File: src/hdl/sgc_pkg.sv
// sgc_pkg: constants, field layout and carrier types for the sgmii
// control/status management register pair and its mdio slave.
// assumes one core clock; no other files depend on anything outside it.
package sgc_pkg;

  // ********************************************************
  // register addresses
  // ********************************************************
  localparam logic [4:0] SGC_ADDR_CONTROL = 5'h00;
  localparam logic [4:0] SGC_ADDR_STATUS = 5'h01;

  // ********************************************************
  // control register fields
  // ********************************************************
  localparam int SGC_CTL_POWER_DOWN = 11;
  localparam int SGC_CTL_ISOLATE = 10;
  localparam int SGC_CTL_AN_RESTART = 9;
  localparam int SGC_CTL_DUPLEX = 8;
  localparam int SGC_CTL_COL_TEST = 7;
  localparam int SGC_CTL_SPEED_MSB = 6;
  localparam int SGC_CTL_UNIDIR = 5;

  localparam logic SGC_RST_POWER_DOWN = 1'h0;
  localparam logic SGC_RST_ISOLATE = 1'h1;
  localparam logic SGC_RST_AN_RESTART = 1'h0;
  localparam logic SGC_RST_SPEED_MSB = 1'h1;
  localparam logic SGC_RST_UNIDIR = 1'h0;
  localparam logic SGC_FIX_DUPLEX = 1'h1;
  localparam logic SGC_FIX_COL_TEST = 1'h0;
  localparam logic SGC_FIX_SPEED_MSB = 1'h1;

  // ********************************************************
  // status register fields
  // ********************************************************
  localparam int SGC_STS_EXT_STATUS = 8;
  localparam int SGC_STS_UNIDIR_ABL = 7;
  localparam int SGC_STS_PREAMBLE_SUP = 6;
  localparam int SGC_STS_LINK = 2;
  localparam logic SGC_RST_LINK = 1'h0;

  // ********************************************************
  // mdio frame layout
  // ********************************************************
  localparam logic [1:0] SGC_OP_READ = 2'h2;
  localparam logic [1:0] SGC_OP_WRITE = 2'h1;
  localparam logic [4:0] SGC_HDR_LAST = 5'h0b;
  localparam logic [4:0] SGC_DATA_LAST = 5'h0f;
  localparam logic [4:0] SGC_WR_TA_LAST = 5'h01;
  localparam logic [4:0] SGC_SKIP_LAST = 5'h11;

  typedef enum {
    SGC_IDLE, SGC_START, SGC_HDR, SGC_RD_TA, SGC_RD_DATA, SGC_RD_END,
    SGC_WR_TA, SGC_WR_DATA, SGC_SKIP
  } sgc_state_t;

  // control lines toward the pcs datapath
  typedef struct packed {
    logic power_down;
    logic isolate;
    logic an_restart;
    logic speed_msb;
    logic unidir_en;
  } sgc_ctrl_t;

  // mdio pin as seen by the module
  typedef struct packed {
    logic mdio_o;
    logic mdio_oe;
  } sgc_mdio_out_t;

endpackage

File: src/hdl/sgc_regs.sv
// sgc_regs: sgmii control and status registers behind an mdio slave.
// assumes mdc and mdio_i are already synchronous to clk and that mdc is
// well below clk/4; the mdio wire level is resolved outside.
`timescale 1ns/1ps

module sgc_regs
  import sgc_pkg::*;
(
  // clock and reset
  input wire logic clk,
  input wire logic rst_b,
  // extra reset sources
  input wire logic clk_locked,
  input wire logic soft_reset,
  // configuration straps
  input wire logic tbi_variant,
  input wire logic gem_mode,
  input wire logic [4:0] phy_addr,
  // link state from the pcs
  input wire logic link_up,
  // management interface
  input wire logic mdc,
  input wire logic mdio_i,
  output sgc_pkg::sgc_mdio_out_t mdio_q,
  // control toward the datapath
  output sgc_pkg::sgc_ctrl_t ctrl_q
);
  import sgc_pkg::*;

  // ********************************************************
  // register state
  // ********************************************************
  logic pd_q;
  logic iso_q;
  logic restart_q;
  logic speed_q;
  logic unidir_q;
  logic link_q;

  sgc_state_t state_q;
  logic mdc_q;
  logic [4:0] cnt_q;
  logic [11:0] hdr_q;
  logic [15:0] sh_q;

  logic mdc_rise;
  logic [11:0] hdr_d;
  logic [15:0] sh_in_d;
  logic wr_stb;
  logic rd_stat;
  logic core_clr;
  logic wr_ctrl;

  assign mdc_rise = mdc & ~mdc_q;
  assign hdr_d = {hdr_q[10:0], mdio_i};
  assign sh_in_d = {sh_q[14:0], mdio_i};
  assign core_clr = ~clk_locked | soft_reset;

  // ********************************************************
  // read value of each register
  // ********************************************************
  // speed msb as the station reads it and as the datapath sees it; one
  // decode so the two can never disagree
  function automatic logic speed_bit(input logic gem, input logic stored);
    return gem ? stored : SGC_FIX_SPEED_MSB;
  endfunction

  function automatic logic [15:0] read_word(input logic [4:0] addr);
    logic [15:0] w;
    w = 16'h0000;
    if (addr == SGC_ADDR_CONTROL) begin
      w[SGC_CTL_POWER_DOWN] = pd_q;
      w[SGC_CTL_ISOLATE] = iso_q;
      w[SGC_CTL_AN_RESTART] = restart_q;
      w[SGC_CTL_DUPLEX] = SGC_FIX_DUPLEX;
      w[SGC_CTL_COL_TEST] = SGC_FIX_COL_TEST;
      w[SGC_CTL_SPEED_MSB] = speed_bit(gem_mode, speed_q);
      w[SGC_CTL_UNIDIR] = unidir_q;
    end else if (addr == SGC_ADDR_STATUS) begin
      w[SGC_STS_EXT_STATUS] = 1'h1;
      w[SGC_STS_UNIDIR_ABL] = 1'h1;
      w[SGC_STS_PREAMBLE_SUP] = 1'h1;
      w[SGC_STS_LINK] = link_q;
    end
    return w;
  endfunction

  // ********************************************************
  // mdio frame sequencer
  // ********************************************************
  // writes land on the edge that samples the last data bit
  assign wr_stb = mdc_rise && (state_q == SGC_WR_DATA) &&
                  (cnt_q == SGC_DATA_LAST);
  // status read is committed when the turnaround is driven
  assign rd_stat = mdc_rise && (state_q == SGC_RD_TA) &&
                   (hdr_q[4:0] == SGC_ADDR_STATUS);
  // only the control address takes writes; status and unused addresses
  // drop theirs
  assign wr_ctrl = wr_stb && (hdr_q[4:0] == SGC_ADDR_CONTROL);

  // a rise seen straight after reset meets an idle high line and opens
  // no frame

  always_ff @(posedge clk or negedge rst_b) begin
    if (!rst_b) begin
      mdc_q <= 1'h0;
    end else begin
      mdc_q <= mdc;
    end
  end

  always_ff @(posedge clk or negedge rst_b) begin
    if (!rst_b) begin
      state_q <= SGC_IDLE;
      cnt_q <= 5'h00;
      hdr_q <= 12'h000;
      sh_q <= 16'h0000;
    end else if (mdc_rise) begin
      case (state_q)
        // idle line is high; a zero then a one opens a frame, with or
        // without preamble ahead of it
        SGC_IDLE: begin
          if (!mdio_i) begin
            state_q <= SGC_START;
          end
        end
        SGC_START: begin
          state_q <= mdio_i ? SGC_HDR : SGC_START;
          cnt_q <= 5'h00;
        end
        SGC_HDR: begin
          hdr_q <= hdr_d;
          cnt_q <= cnt_q + 5'h01;
          if (cnt_q == SGC_HDR_LAST) begin
            cnt_q <= 5'h00;
            // the last header bit is folded in through hdr_d, not hdr_q
            if (hdr_d[9:5] != phy_addr) begin
              state_q <= SGC_SKIP;
            end else if (hdr_d[11:10] == SGC_OP_READ) begin
              state_q <= SGC_RD_TA;
            end else if (hdr_d[11:10] == SGC_OP_WRITE) begin
              state_q <= SGC_WR_TA;
            end else begin
              state_q <= SGC_SKIP;
            end
          end
        end
        SGC_RD_TA: begin
          // the pin driver turns the line around on this same rise
          sh_q <= read_word(hdr_q[4:0]);
          state_q <= SGC_RD_DATA;
        end
        SGC_RD_DATA: begin
          sh_q <= {sh_q[14:0], 1'h0};
          cnt_q <= cnt_q + 5'h01;
          if (cnt_q == SGC_DATA_LAST) begin
            state_q <= SGC_RD_END;
          end
        end
        SGC_RD_END: begin
          state_q <= SGC_IDLE;
        end
        SGC_WR_TA: begin
          cnt_q <= cnt_q + 5'h01;
          if (cnt_q == SGC_WR_TA_LAST) begin
            cnt_q <= 5'h00;
            state_q <= SGC_WR_DATA;
          end
        end
        SGC_WR_DATA: begin
          sh_q <= sh_in_d;
          cnt_q <= cnt_q + 5'h01;
          if (cnt_q == SGC_DATA_LAST) begin
            state_q <= SGC_IDLE;
          end
        end
        // frame for another address or a bad opcode: stay off the wire to its end
        SGC_SKIP: begin
          cnt_q <= cnt_q + 5'h01;
          if (cnt_q == SGC_SKIP_LAST) begin
            state_q <= SGC_IDLE;
          end
        end
        default: begin
          state_q <= SGC_IDLE;
        end
      endcase
    end
  end

  // ********************************************************
  // mdio pin driver
  // ********************************************************
  // the pin moves on the same mdc rise as the sequencer, so each bit is
  // launched one rise before the station samples it; outside a read the
  // line is left released
  always_ff @(posedge clk or negedge rst_b) begin
    if (!rst_b) begin
      mdio_q <= '0;
    end else if (mdc_rise) begin
      case (state_q)
        SGC_RD_TA: begin
          mdio_q.mdio_oe <= 1'h1;
          mdio_q.mdio_o <= 1'h0;
        end
        SGC_RD_DATA: begin
          mdio_q.mdio_o <= sh_q[15];
        end
        default: begin
          mdio_q <= '0;
        end
      endcase
    end
  end

  // ********************************************************
  // control register
  // ********************************************************
  // a core reset outranks a write that lands in the same clk
  always_ff @(posedge clk or negedge rst_b) begin
    if (!rst_b) begin
      pd_q <= SGC_RST_POWER_DOWN;
      iso_q <= SGC_RST_ISOLATE;
      restart_q <= SGC_RST_AN_RESTART;
      speed_q <= SGC_RST_SPEED_MSB;
      unidir_q <= SGC_RST_UNIDIR;
    end else if (core_clr) begin
      pd_q <= SGC_RST_POWER_DOWN;
      iso_q <= SGC_RST_ISOLATE;
      restart_q <= SGC_RST_AN_RESTART;
      speed_q <= SGC_RST_SPEED_MSB;
      unidir_q <= SGC_RST_UNIDIR;
    end else begin
      restart_q <= 1'h0;
      if (wr_ctrl) begin
        // a written zero cannot wake the transceiver again
        pd_q <= pd_q | sh_in_d[SGC_CTL_POWER_DOWN];
        iso_q <= sh_in_d[SGC_CTL_ISOLATE];
        restart_q <= sh_in_d[SGC_CTL_AN_RESTART];
        unidir_q <= sh_in_d[SGC_CTL_UNIDIR];
        if (gem_mode) begin
          speed_q <= sh_in_d[SGC_CTL_SPEED_MSB];
        end
      end
    end
  end

  // ********************************************************
  // status register: only the latched link bit holds state
  // ********************************************************
  // writes to the status address are never decoded here
  always_ff @(posedge clk or negedge rst_b) begin
    if (!rst_b) begin
      link_q <= SGC_RST_LINK;
    end else if (core_clr) begin
      link_q <= SGC_RST_LINK;
    end else if (rd_stat) begin
      // a drop in the reload clk loads zero, so no loss slips past a read
      link_q <= link_up;
    end else begin
      link_q <= link_q & link_up;
    end
  end

  // ********************************************************
  // datapath controls, registered
  // ********************************************************
  always_ff @(posedge clk or negedge rst_b) begin
    if (!rst_b) begin
      // outputs sit at the register defaults through reset, so the client
      // side stays isolated until the core is up
      ctrl_q.power_down <= SGC_RST_POWER_DOWN;
      ctrl_q.isolate <= SGC_RST_ISOLATE;
      ctrl_q.an_restart <= SGC_RST_AN_RESTART;
      ctrl_q.speed_msb <= SGC_FIX_SPEED_MSB;
      ctrl_q.unidir_en <= SGC_RST_UNIDIR;
    end else begin
      ctrl_q.power_down <= pd_q & ~tbi_variant;
      ctrl_q.isolate <= iso_q;
      ctrl_q.an_restart <= restart_q;
      ctrl_q.speed_msb <= speed_bit(gem_mode, speed_q);
      ctrl_q.unidir_en <= unidir_q;
    end
  end

endmodule // sgc_regs

File: config.mk
export PLATFORM = sky130hd
export DESIGN_NAME = sgc_regs
export DESIGN_NICKNAME = d
export VERILOG_FILES = /design/src/hdl/sgc_pkg.sv /design/src/hdl/sgc_regs.sv
export SDC_FILE = /design/constraint.sdc
export NUM_CORES = 1
export LEC_CHECK = 0
export BUFFER_PORTS_ARGS = -buffer_cell sky130_fd_sc_hd__buf_4
export CAP_MARGIN = 20
export CELL_PAD_IN_SITES_DETAIL_PLACEMENT = 2
export CELL_PAD_IN_SITES_GLOBAL_PLACEMENT = 2
export CORE_ASPECT_RATIO = 2
export CORE_UTILIZATION = 39
export DETAILED_ROUTE_END_ITERATION = 10
export PLACE_DENSITY_LB_ADDON = 0.1
export SLEW_MARGIN = 20
export SYNTH_ARGS = -nofsm -noshare
export SYNTH_HDL_FRONTEND = slang
export SYNTH_SLANG_ARGS = --single-unit
File: constraint.sdc
create_clock -name clk -period 2.6 [get_ports clk]
set_clock_uncertainty 0.2 [all_clocks]
set_input_delay 0.13 -clock clk [delete_from_list [all_inputs] [get_ports clk]]
set_output_delay 0.13 -clock clk [all_outputs]
set_load 0.1 [all_outputs]
Word-level counts from Yosys, hierarchy flattened
Index checks and enable logic that the tools add are counted.
{"block": "totals", "output_inout_bits": 7, "reg_bits": 78, "word_cells": 106}
{"block": "op_classes", "n_reduce_logical": 18, "add_sub_neg": 1, "muxes": 37, "n_eq_ne": 23, "n_bitwise": 9}
{"cell": "$pmux W32 S8", "n": 1}
{"cell": "$mux W32", "n": 6}
{"cell": "$eq A32 B3 Y1 const B", "n": 4}
{"cell": "$eq A32 B2 Y1 const B", "n": 2}
{"cell": "$eq A32 B4 Y1 const B", "n": 2}
{"cell": "$pmux W16 S3", "n": 1}
{"cell": "$eq A32 B1 Y1 const B", "n": 1}
{"cell": "$logic_not A32 Y1", "n": 1}
{"cell": "$pmux W5 S4", "n": 1}
{"cell": "$mux W1", "n": 18}
{"cell": "$mux W4", "n": 3}
{"cell": "$ne A2 B2 Y1 const B", "n": 6}
{"cell": "$eq A5 B1 Y1 const B", "n": 2}
{"cell": "$eq A5 B4 Y1 const B", "n": 2}
{"cell": "$mux W5", "n": 2}
{"cell": "$reduce_and A2 Y1", "n": 5}
{"cell": "$mux W3", "n": 3}
{"cell": "$reduce_and A7 Y1", "n": 1}
{"cell": "$add A5 B1 Y5 const B", "n": 1}
{"cell": "$eq A5 B5 Y1 const B", "n": 1}
{"cell": "$logic_and A1 B1 Y1", "n": 5}
{"cell": "$logic_not A5 Y1", "n": 1}
{"cell": "$ne A5 B5 Y1", "n": 1}
{"cell": "$not A1 Y1", "n": 4}
{"cell": "other kinds (10)", "n": 14}

Depth between registers and ports, before layout
Gate-level depths: netlist of the first run.
{"block": "logic_depth", "depth_word": 7, "mapped_depth": 7, "depth_no_buf": 7}

Worst setup path after synthesis of the first run
No wires, ideal clock.
{"block": "synth_timing", "path_type": "flip-flop to flip-flop", "start": "register cnt_q[0]", "end": "register state_q[0]", "t_arrival_ps": 1667, "n_path_buf": 0, "slack_ps": 608, "stages_incl_launch_ff": 7, "required_time_ps": 2275, "synth_period_minus_slack_ps": 1992, "path_cell_list": "dfrtp_1 > ha_1 > and3_1 > ha_1 > nor3_1 > nor4_4 > mux2_2"}
{"block": "synth_via", "elab_chain_len": 3, "elab_cells_between_ends": 10}
{"item": "start: declaration", "line_no": "sgc_regs.sv:42", "text": "logic [4:0] cnt_q;"}
{"item": "start signal: assignment", "line_no": "sgc_regs.sv:133", "text": "cnt_q <= cnt_q + 5'h01;"}
{"item": "start signal: assignment", "line_no": "sgc_regs.sv:155", "text": "cnt_q <= cnt_q + 5'h01;"}
{"item": "start signal: assignment", "line_no": "sgc_regs.sv:164", "text": "cnt_q <= cnt_q + 5'h01;"}
{"item": "$eq A5 B5 Y1 (tied with other cells)", "line_no": "sgc_regs.sv:180", "text": "if (cnt_q == SGC_SKIP_LAST) begin"}
{"item": "$ne A2 B2 Y1 (no line)"}
{"item": "$reduce_and A7 Y1 (no line) *"}
{"item": "end signal: assignment", "line_no": "sgc_regs.sv:128", "text": "state_q <= mdio_i ? SGC_HDR : SGC_START;"}
{"item": "end: declaration", "line_no": "sgc_regs.sv:40", "text": "sgc_state_t state_q;"}
Mark *: on every way between the ends. The rest lies on a longest branch, timed or not.
A chain may end at the register's enable or synchronous reset.

Final worst setup path of the first run
{"block": "layout_timing", "start": "register state_q[0]", "end": "register state_q[2]"}
{"block": "layout_via", "elab_chain_len": 3, "elab_cells_between_ends": 16}
{"item": "$eq A32 B4 Y1 (tied with other cells)", "line_no": "sgc_regs.sv:119", "text": "case (state_q)"}
{"item": "$ne A2 B2 Y1 (no line)"}
{"item": "$reduce_and A7 Y1 (no line)"}
Several ways; a longest one is shown, not always the timed one.

==> key figures, run 1 <==
Floorplan
  • Die Ht: 114 um
  • Die X: 58 um
  • Core area: 6010 um^2
  • Die area: 6610 um^2
  • Cell row count: 40
  • Initial Utilization: 40.7%
  • # IOs: 21

Timing
  • Fmax: 430 MHz
  • Slew @ Worst Pin: 0.681 ns
  • Minimum clock period: 2.33 ns
  • Fin crit share: 89.4%
  • Final setup viols: 0
  • RSZ-0062 raised after global routing: false
  • Fin. max-slew vios: 0
  • Slew margin rel.: 54.2%
  • Setup TNS: 0 ns
  • Final Hold Vio Count: 0

Synth
  • Post-synth ARST share: 100%
  • Mapped Cells: 221
  • Netlist area before placement: 2450 um^2
  • Synthesized Nets: 240
  • Post-synth EDFFs: 0
  • Yosys cell types: 49
  • #FFs+latches synth: 50
  • Largest cells by area after synthesis: dfrtp_1 (47%), mux2_2 (6.0%), dfstp_2 (4.3%)
  • Main flop type after synthesis: dfrtp_1
  • Synth warnings: 0
  • Syn avg cell area: 11.1 um^2
  • Share of Yosys cell area claimed by the top area cell type: 47.1%
  • Seq/Total Area, Yosys: 51.4%
  • Synth area leader: dfrtp_1

Pwr
  • VDD IR max: 0.670 mV
  • Pleak: 1.27 nW
  • Total power: 2.70 mW
  • Pwr/cell area: 921 nW/um^2

Clock tree
  • TritonCTS Buffers: 5
  • CTS tree: done
  • H-tree depth: 2
  • CTS clk-pin slew, worst paths: 0.07 ns
  • Clk root buf: clkbuf_16
  • Clk sinks: 50
  • # hold bufs at CTS: 10
  • Worst-skew pair later-pin latency: 0.30 ns
  • Post-CTS setup buffers: 0
  • CTS resizes: 0
  • Max clock buf depth: 2

Global routing
  • First-pass GRT wire length: 10.9 mm
  • Largest net degree at the start of global routing: 51
  • Grt ovf: 0
  • Vias in the first global route: 2,168
  • Total track usage: 22.1%
  • Initial antenna violation count: 0

Route
  • Pre-Repair DR Iteration Count: 7
  • Detailed Route Iter0 Violations: 37
  • Routed len/inst: 20.7 um
  • Post-route ant nets: 0
  • Routed vias: 1,856
  • WL final: 6.55 mm
  • Residual DRC count: 1
  • Routed vias/inst: 5.85

Placed design
  • GPL Wtd Cong: 0.787
  • Detail Placement HPWL: 4.87 mm
  • Input/output buffers: 20

Setup path
  • Critical Path Fanout Max: 17
  • CP startpoint kind: flop
  • Data required, critical path: 2.58 ns
  • Critical path arrival: 2.31 ns
  • CP endpoint kind: flop
  • WS Path Type: reg2reg

Layout
  • Fill count: 617
  • Fin nets: 272
  • Commonest non-fill, non-tap cell in the layout: dfrtp_1
  • Layout overhead on the synthesized area: 19.8%
  • Ratio of cells with drive above 1 in the final layout: 20.9%
  • Ant. Diodes: 0
  • Most frequent cells in the layout: dfrtp_1 (46), buf_4 (23), nand2_1 (22), o21ai_0 (17), mux2_2 (13)

Flow run
  • Maxcap violations: 0

Hold path
  • Min-Delay Path Class: reg2reg

Status
  • Status: complete, but fails checks
  • Failing checks: design-rule violations
## synth_stat cells, types with 2 or more instances
master / n
dfrtp_1: 46
nand2_1: 22
o21ai_0: 17
mux2_2: 13
xnor2_1: 8
a22o_1: 7
inv_1: 7
nand2b_1: 7
a21oi_1: 6
nor2_1: 6
a22oi_1: 5
buf_2: 5
ha_1: 5
nand3_1: 5
nor2b_1: 5
dfstp_2: 4
mux2i_1: 4
o22ai_1: 4
clkbuf_1: 3
nand4_1: 3
nor3b_1: 3
and2_1: 2
and3_1: 2
and3b_1: 2
nor3_1: 2
nor4_4: 2
nor4bb_1: 2
o21a_1: 2
o21ai_1: 2
## worst max-delay path, cell delays in order, from the launching register on
cell and delay (ns):
dfrtp_1 0.66, xor2_1 0.40, nor3_1 0.14, nor4_4 0.41
mux2_2 0.39
## final timing paths
check	start	endpoint	slack, ns	cells past startpoint
min in group asynchronous	rst_b	sh_q[0]	0.20	2
worst min register to register	iso_q	ctrl_q[3]	0.18	0
worst max register to register	state_q[0]	state_q[2]	0.27	4
worst max-delay path	state_q[0]	state_q[2]	0.27	4
max in group asynchronous	rst_b	hdr_q[6]	1.58	2
worst min-delay path	iso_q	ctrl_q[3]	0.18	0
## area by class of cell
class                      instances  area (um^2)  area share (%)
clock inverter                     3         45.0            1.54
tap                               63         78.8            2.69
clock buffer                       5          125            4.27
multi-input combinational        156         1130            38.5
sequential                        50         1260            42.9
inverter                           7         26.3           0.896
timing repair buffer              33          273            9.30
## sequential cells by signal, summed over array words and instances, names as in the netlist
| name | count |
|---|---|
| pd_q | 1 |
| link_q | 1 |
| speed_q | 1 |
| hdr_q | 11 |
| iso_q | 1 |
| restart_q | 1 |
| cnt_q | 5 |
| mdc_q | 1 |
| sh_q | 16 |
| unidir_q | 1 |
| mdio_q | 2 |
| ctrl_q | 5 |
| state_q | 4 |
## kinds of logic (layout without fill, tap and decap cells)
family / Yosys count / after routing / synth area share [%]
fa+ha+maj: 5 / 5 / 2.56
simple gates: 72 / 72 / 18.1
mux: 17 / 17 / 7.62
xor+xnor: 9 / 9 / 3.22
compound gates: 53 / 53 / 14.6
flops: 50 / 50 / 51.4
buf+inv: 15 / 48 / 2.56
## metal layers
metal | GRT usage, % | part of all wire, %
met1 | 21.8 | 36
met5 | 0 | 0
met2 | 42.7 | 59
met4 | 9.52 | 3.0
met3 | 4.20 | 2.2
## power breakdown
part	switching [mW]	leakage, nW	internal, mW	total (mW)
Clock	0.307	0.0760	0.454	0.762
Sequential	0.215	0.668	0.896	1.11
Combinational	0.486	0.529	0.341	0.827
Total	1.01	1.27	1.69	2.70
## per-stage QoR
step                      cells  util, %  cell area [um^2]  worst slack, ns  hold WS, ns
after floorplan             221        -              2450            0.608       -0.366
after CTS                   317     48.8              2930            0.296        0.181
after global routing        317     48.8              2930            0.160        0.188
after detailed placement    299     44.3              2660            0.303     -0.00505
final                       317     48.8              2930            0.275        0.182
after global placement      299     44.3              2660            0.440      -0.0216
(Power assumes the default switching activity.)
==> run 2, diff against run 1 <==
- CORE_UTILIZATION: 39 -> 42
- clock period: 2.6 -> 2.84 ns (I/O delays scaled with it)
==> run 2 against run 1 <==
Effect of this change: the flow now finishes without violations; core utilization rose by 2.4 points; clock power is 11% lower; highest routed layer unchanged; die area shrank 7.0%; largest cell class unchanged; critical path depth is 1 lower; design area decreased by 1.1%; routed wire length grew 0.61%; sequential share of layout area increased by 0.48 points; global-route usage up 1.3 points.
==> key figures, run 2 (synthesized netlist as in run 1, its figures left out) <==
Floorplan
  • Core area: 5660 um^2 (-5.7%)
  • Die area: 6150 um^2 (-7.0%)
  • Die X: 56.0 um (-3.5%)
  • Cell row count: 39 (-2.5%)
  • Initial Utilization: 43.2% (+2.5 points)
  • # IOs: 21 (unchanged)
  • Die Ht: 110 um (-3.6%)

Global routing
  • First-pass GRT wire length: 10.7 mm (-1.1%)
  • Total track usage: 23.4% (+1.3 points)
  • Vias in the first global route: 2,117 (-2.4%)
  • Grt ovf: 0 (unchanged)
  • Initial antenna violation count: 0 (unchanged)
  • Largest net degree at the start of global routing: 51 (unchanged)

Setup path
  • WS Path Type: reg2reg
  • Data required, critical path: 2.81 ns (+0.23 ns)
  • CP endpoint kind: flop
  • Critical path arrival: 2.32 ns (about the same)
  • Critical Path Fanout Max: 16 (-1)
  • CP startpoint kind: flop

Pwr
  • VDD IR max: 0.646 mV (-3.7%)
  • Pwr/cell area: 842 nW/um^2 (-8.5%)
  • Pleak: 1.27 nW (-0.48%)

Layout
  • Final Core Density: 51.2% (+2.4 points)
  • Max reg flops: 16 (unchanged)
  • Fin nets: 269 (-1.1%)
  • Layout overhead on the synthesized area: 18.5%
  • Design Area, Final: 2900 um^2 (-1.1%)
  • Ant. Diodes: 0 (unchanged)
  • Top Registers: sh_q (16), hdr_q (11)
  • Ratio of cells with drive above 1 in the final layout: 20.3% (-0.55 points)
  • Largest Register: sh_q
  • Fill count: 583 (-5.5%)
  • Commonest non-fill, non-tap cell in the layout: dfrtp_1
  • Non-Filler Instances: 312 (-1.6%)
  • Most frequent cells in the layout: dfrtp_1 (46), nand2_1 (22), buf_4 (21), o21ai_0 (17), mux2_2 (13)

Placed design
  • Worst slack, placed: 0.564 ns (+0.261 ns)
  • Placed Area: 2640 um^2 (-0.66%)
  • Input/output buffers: 20 (unchanged)
  • Detail Placement HPWL: 4.61 mm (-5.3%)
  • Dpl cells: 295 (-1.3%)
  • GPL Wtd Cong: 0.799 (+1.5%)

Clock tree
  • TritonCTS Buffers: 5 (unchanged)
  • Clk root buf: clkbuf_16
  • CTS tree: done
  • Post-CTS setup buffers: 0 (unchanged)
  • H-tree depth: 2 (unchanged)
  • Max clock buf depth: 2 (unchanged)
  • CTS clk-pin slew, worst paths: 0.07 ns (about the same)
  • Worst-skew pair later-pin latency: 0.29 ns (about the same)
  • Clk sinks: 50 (unchanged)

Route
  • Routed vias/inst: 5.85 (-0.15%)
  • Post-route ant nets: 0 (unchanged)
  • Routed vias: 1,824 (-1.7%)
  • Pre-Repair DR Iteration Count: 4 (-3)
  • Detailed Route Iter0 Violations: 31 (-16%)
  • WL final: 6.59 mm (+0.61%)
  • Residual DRC count: 0 (-1)
  • Routed len/inst: 21.1 um (+2.2%)

Flow run
  • Maxcap violations: 0 (unchanged)

Timing
  • Worst setup margin: 0.497 ns (+0.222 ns)
  • RSZ-0062 raised after global routing: false
  • Slew @ Worst Pin: 0.841 ns (+0.160 ns)
  • Fin crit share: 82.5% (-6.9 points)
  • Fin. max-slew vios: 0 (unchanged)
  • Fmax: 427 MHz (-0.77%)
  • Final Hold Vio Count: 0 (unchanged)
  • Slew margin rel.: 43.5% (-11 points)
  • Minimum clock period: 2.34 ns (+0.0181 ns)
  • Setup TNS: 0 ns (unchanged)
  • Final setup viols: 0 (unchanged)

Status
  • Status: finished clean

Hold path
  • Min-Delay Path Class: in2reg
[run 2: cell count changes in the layout (fill, tap and decap cells not counted), sizes merged]
| cell | previous run | this run |
|---|---|---|
| buf | 23 | 21 |
| clkinv | 0 | 2 |
| clkinvlp | 2 | 0 |
| dlygate4sd3 | 10 | 9 |
[run 2: timing repair]
item | CTS | global route
endpoints found under the hold margin | 56 | 0
gates resized for setup | 0 | 0
setup endpoints to repair | 0 | 0
hold buffers | 9 | 0
[run 2: final cells by class]
cell class	instances	area [um^2]	share of cell area, %
Sequential cell	50	1260	43.3
Multi-Input combinational cell	156	1130	38.9
Timing Repair Buffer	30	248	8.55
Clock buffer	5	125	4.32
Tap cell	61	76.3	2.63
Clock inverter	3	40.0	1.38
Inverter	7	26.3	0.906
[run 2: worst paths after layout]
kind	start	to	slack, ns	cells past startpoint
setup / recovery	state_q[1]	hdr_q[4]	0.50	3
hold reg to reg	iso_q	ctrl_q[3]	0.18	0
max in group asynchronous	rst_b	hdr_q[0]	1.82	2
hold / removal	phy_addr[3]	state_q[3]	0.17	5
setup reg to reg	state_q[1]	hdr_q[4]	0.50	3
min in group asynchronous	rst_b	sh_q[14]	0.21	2
[run 2: critical path, stage by stage, from the launching register on]
cell and delay [ns]:
dfrtp_1 0.63, nor4b_2 0.54, nand2_1 0.44, mux2_2 0.41
[run 2: layer usage]
metal / up-vias / GRT usage [%] / part of all wire, %
li1: 860 / - / -
met1: 929 / 22.1 / 34
met2: 21 / 48.1 / 62
met3: 14 / 3.41 / 1.7
met4: 0 / 10.1 / 3.1
met5: - / 0 / 0
[run 2: power breakdown]
group | switching, mW | internal, mW | leakage (nW) | total, mW
clock | 0.263 | 0.413 | 0.0836 | 0.675
combinational | 0.447 | 0.304 | 0.515 | 0.751
sequential | 0.195 | 0.820 | 0.668 | 1.02
[run 2: metrics by stage]
| step | total power [mW] | hold slack [ns] |
|---|---|---|
| after floorplan | 1.53 | -0.354 |
| after global placement | 1.70 | -0.00632 |
| after detailed placement | 1.76 | 0.00264 |
| after CTS | 2.47 | 0.178 |
| after global routing | 2.58 | 0.188 |
| final | 2.44 | 0.174 |
==> run 3, diff against run 2 <==
- CORE_UTILIZATION: 42 -> 35
- clock period: 2.84 -> 2 ns (I/O delays scaled with it)
==> run 3 against run 2 <==
Effect of this change: the run now ends with negative setup slack left; worst setup slack got worse by 0.59 ns; fmax grew 12%; clock-buffer cell count grew 1; sequential power up 31%; power grew 64%; clock power rose by 43%; routed wire length increased by 8.1%; register-to-register slack worse by 0.59 ns; hold slack lost 0.0090 ns; final cell count up 19%; non-clock buffer count grew 32; highest routed layer unchanged.
==> key figures, run 3 (synthesized netlist as in run 1, its figures left out) <==
Timing
  • Fin. max-slew vios: 0 (unchanged)
  • Slew @ Worst Pin: 0.660 ns (-0.181 ns)
  • Final setup viols: 9 (+9)
  • Slew margin rel.: 56.0% (+12 points)
  • Fin Hold WS: 0.165 ns (-0.00905 ns)
  • Fin crit share: 104% (+22 points)
  • Final Hold Vio Count: 0 (unchanged)
  • RSZ-0062 raised after global routing: true
  • Fmax: 479 MHz (+12%)
  • Setup TNS: -0.447 ns (-0.447 ns)
  • Minimum clock period: 2.09 ns (-0.254 ns)
  • Worst setup margin: -0.0898 ns (-0.586 ns)

Pwr
  • VDD IR max: 0.612 mV (-5.3%)
  • Pleak: 1.44 nW (+14%)
  • Pwr/cell area: 1210 nW/um^2 (+44%)

Global routing
  • Total track usage: 21.9% (-1.6 points)
  • Grt ovf: 0 (unchanged)
  • Largest net degree at the start of global routing: 51 (unchanged)
  • Vias in the first global route: 2,338 (+10%)
  • First-pass GRT wire length: 11.6 mm (+7.8%)
  • Initial antenna violation count: 0 (unchanged)

Setup path
  • WS Path Type: reg2reg
  • CP startpoint kind: flop
  • Critical Path Fanout Max: 3 (-13)
  • CP endpoint kind: flop
  • Data required, critical path: 1.98 ns (-0.83 ns)
  • Critical path arrival: 2.07 ns (-0.25 ns)
  • Reg2reg path depth: 7 (+4)

Floorplan
  • # IOs: 21 (unchanged)
  • Core area: 6670 um^2 (+18%)
  • Die area: 7350 um^2 (+19%)
  • Die Ht: 120 um (+9.4%)
  • Die X: 61.1 um (+9.2%)
  • Cell row count: 42 (+7.7%)
  • Initial Utilization: 36.7% (-6.6 points)

Route
  • Detailed Route Iter0 Violations: 37 (+19%)
  • Routed vias: 1,993 (+9.3%)
  • Routed vias/inst: 5.37 (-8.1%)
  • WL met2: 4.35 mm (+6.9%)
  • Highest metal used: met4
  • Pre-Repair DR Iteration Count: 3 (-1)
  • Routed len/inst: 19.2 um (-9.1%)
  • DRT met1 WL: 2.35 mm (+6.3%)
  • Post-route ant nets: 0 (unchanged)
  • WL final: 7.12 mm (+8.1%)
  • Residual DRC count: 0 (unchanged)
  • Routed wl met3: 139 um (+28%)

Layout
  • Top Registers: sh_q (16), hdr_q (11)
  • Commonest non-fill, non-tap cell in the layout: buf_4
  • Fin nets: 301 (+12%)
  • Max reg flops: 16 (unchanged)
  • Layout overhead on the synthesized area: 35.2%
  • Final Core Density: 49.6% (-1.7 points)
  • Design Area, Final: 3310 um^2 (+14%)
  • Most frequent cells in the layout: buf_4 (51), dfrtp_1 (45), nand2_1 (21), o21ai_0 (16), mux2_2 (11)
  • Ant. Diodes: 0 (unchanged)
  • Largest Register: sh_q
  • Ratio of cells with drive above 1 in the final layout: 34.6% (+14 points)

Placed design
  • Placed Area: 2900 um^2 (+9.7%)
  • Detail Placement HPWL: 5.09 mm (+10%)
  • Worst slack, placed: -0.144 ns (-0.708 ns)
  • GPL Wtd Cong: 0.808 (+1.2%)
  • Input/output buffers: 20 (unchanged)

Status
  • Status: complete, but fails checks
  • Failing checks: negative setup slack

Hold path
  • WHS Path Cells: 5 (unchanged)
  • Min-Delay Path Class: in2reg

Clock tree
  • CTS clk-pin slew, worst paths: 0.07 ns (about the same)
  • H-tree depth: 2 (unchanged)
  • Clk root buf: clkbuf_16
  • CTS tree: done
  • Worst-skew pair later-pin latency: 0.29 ns (about the same)
  • TritonCTS Buffers: 5 (unchanged)
  • Clk sinks: 50 (unchanged)
  • Max clock buf depth: 2 (unchanged)

Flow run
  • Maxcap violations: 0 (unchanged)
-- run 3: cell count changes in the layout (fill, tap and decap cells not counted), moves of 2 or more --
cell      before  now
clkinv_2       2    0
mux2_4         0    2
nor3_2         0    2
ha_4           0    2
buf_4         21   51
nor3_1         2    0
mux2_2        13   11
ha_1           5    2
-- run 3: final timing paths --
kind                        startpoint    endpoint  slack [ns]
min in group asynchronous        rst_b   mdio_q[0]        0.17
min                        phy_addr[3]  state_q[3]        0.16
max                           cnt_q[0]    unidir_q       -0.09
min reg2reg                      iso_q   ctrl_q[3]        0.19
max in group asynchronous        rst_b  state_q[0]        0.97
max reg2reg                   cnt_q[0]    unidir_q       -0.09
-- run 3: stage by stage --
step	instances	power, mW
5_1_grt	371	4.26
2_1_floorplan	221	2.17
6_report	371	4.01
4_1_cts	369	3.92
3_3_place_gp	350	2.78
3_5_place_dp	350	2.84
-- run 3: critical path, stage by stage, from the launching register on --
cell and delay (ns):
dfrtp_1 0.38, ha_2 0.20, and3_4 0.20, ha_4 0.14, nand3b_1 0.21, or4_4 0.50
nand2_1 0.09, a21oi_1 0.06
-- run 3: final cells by class --
cell class,count,area [um^2]
well taps,88,110
repair buffers,62,503
multi-input cells,156,1240
clock buffers,6,129
flip-flops and latches,50,1260
inverters,7,26.3
clock inverters,2,37.5
fillers,707,3370
-- run 3: layer usage --
layer	vias up	global-route usage (%)
li1	923	-
met1	1023	21.5
met2	29	40.6
met3	18	3.85
met4	0	10.9
met5	-	0
-- run 3: what timing repair did --
action	4_1_cts	5_1_grt
setup buffers	1	2
endpoints found under the setup margin	20	15
gates cloned	0	0
pin swaps	2	5
hold buffers	10	0
gates resized for setup	10	14
hold endpoints to repair	57	0
-- run 3: report_power, final --
part	switching, mW	total (mW)	internal (mW)
clock	0.374	0.964	0.591
sequential	0.176	1.34	1.17
combinational	0.908	1.70	0.789
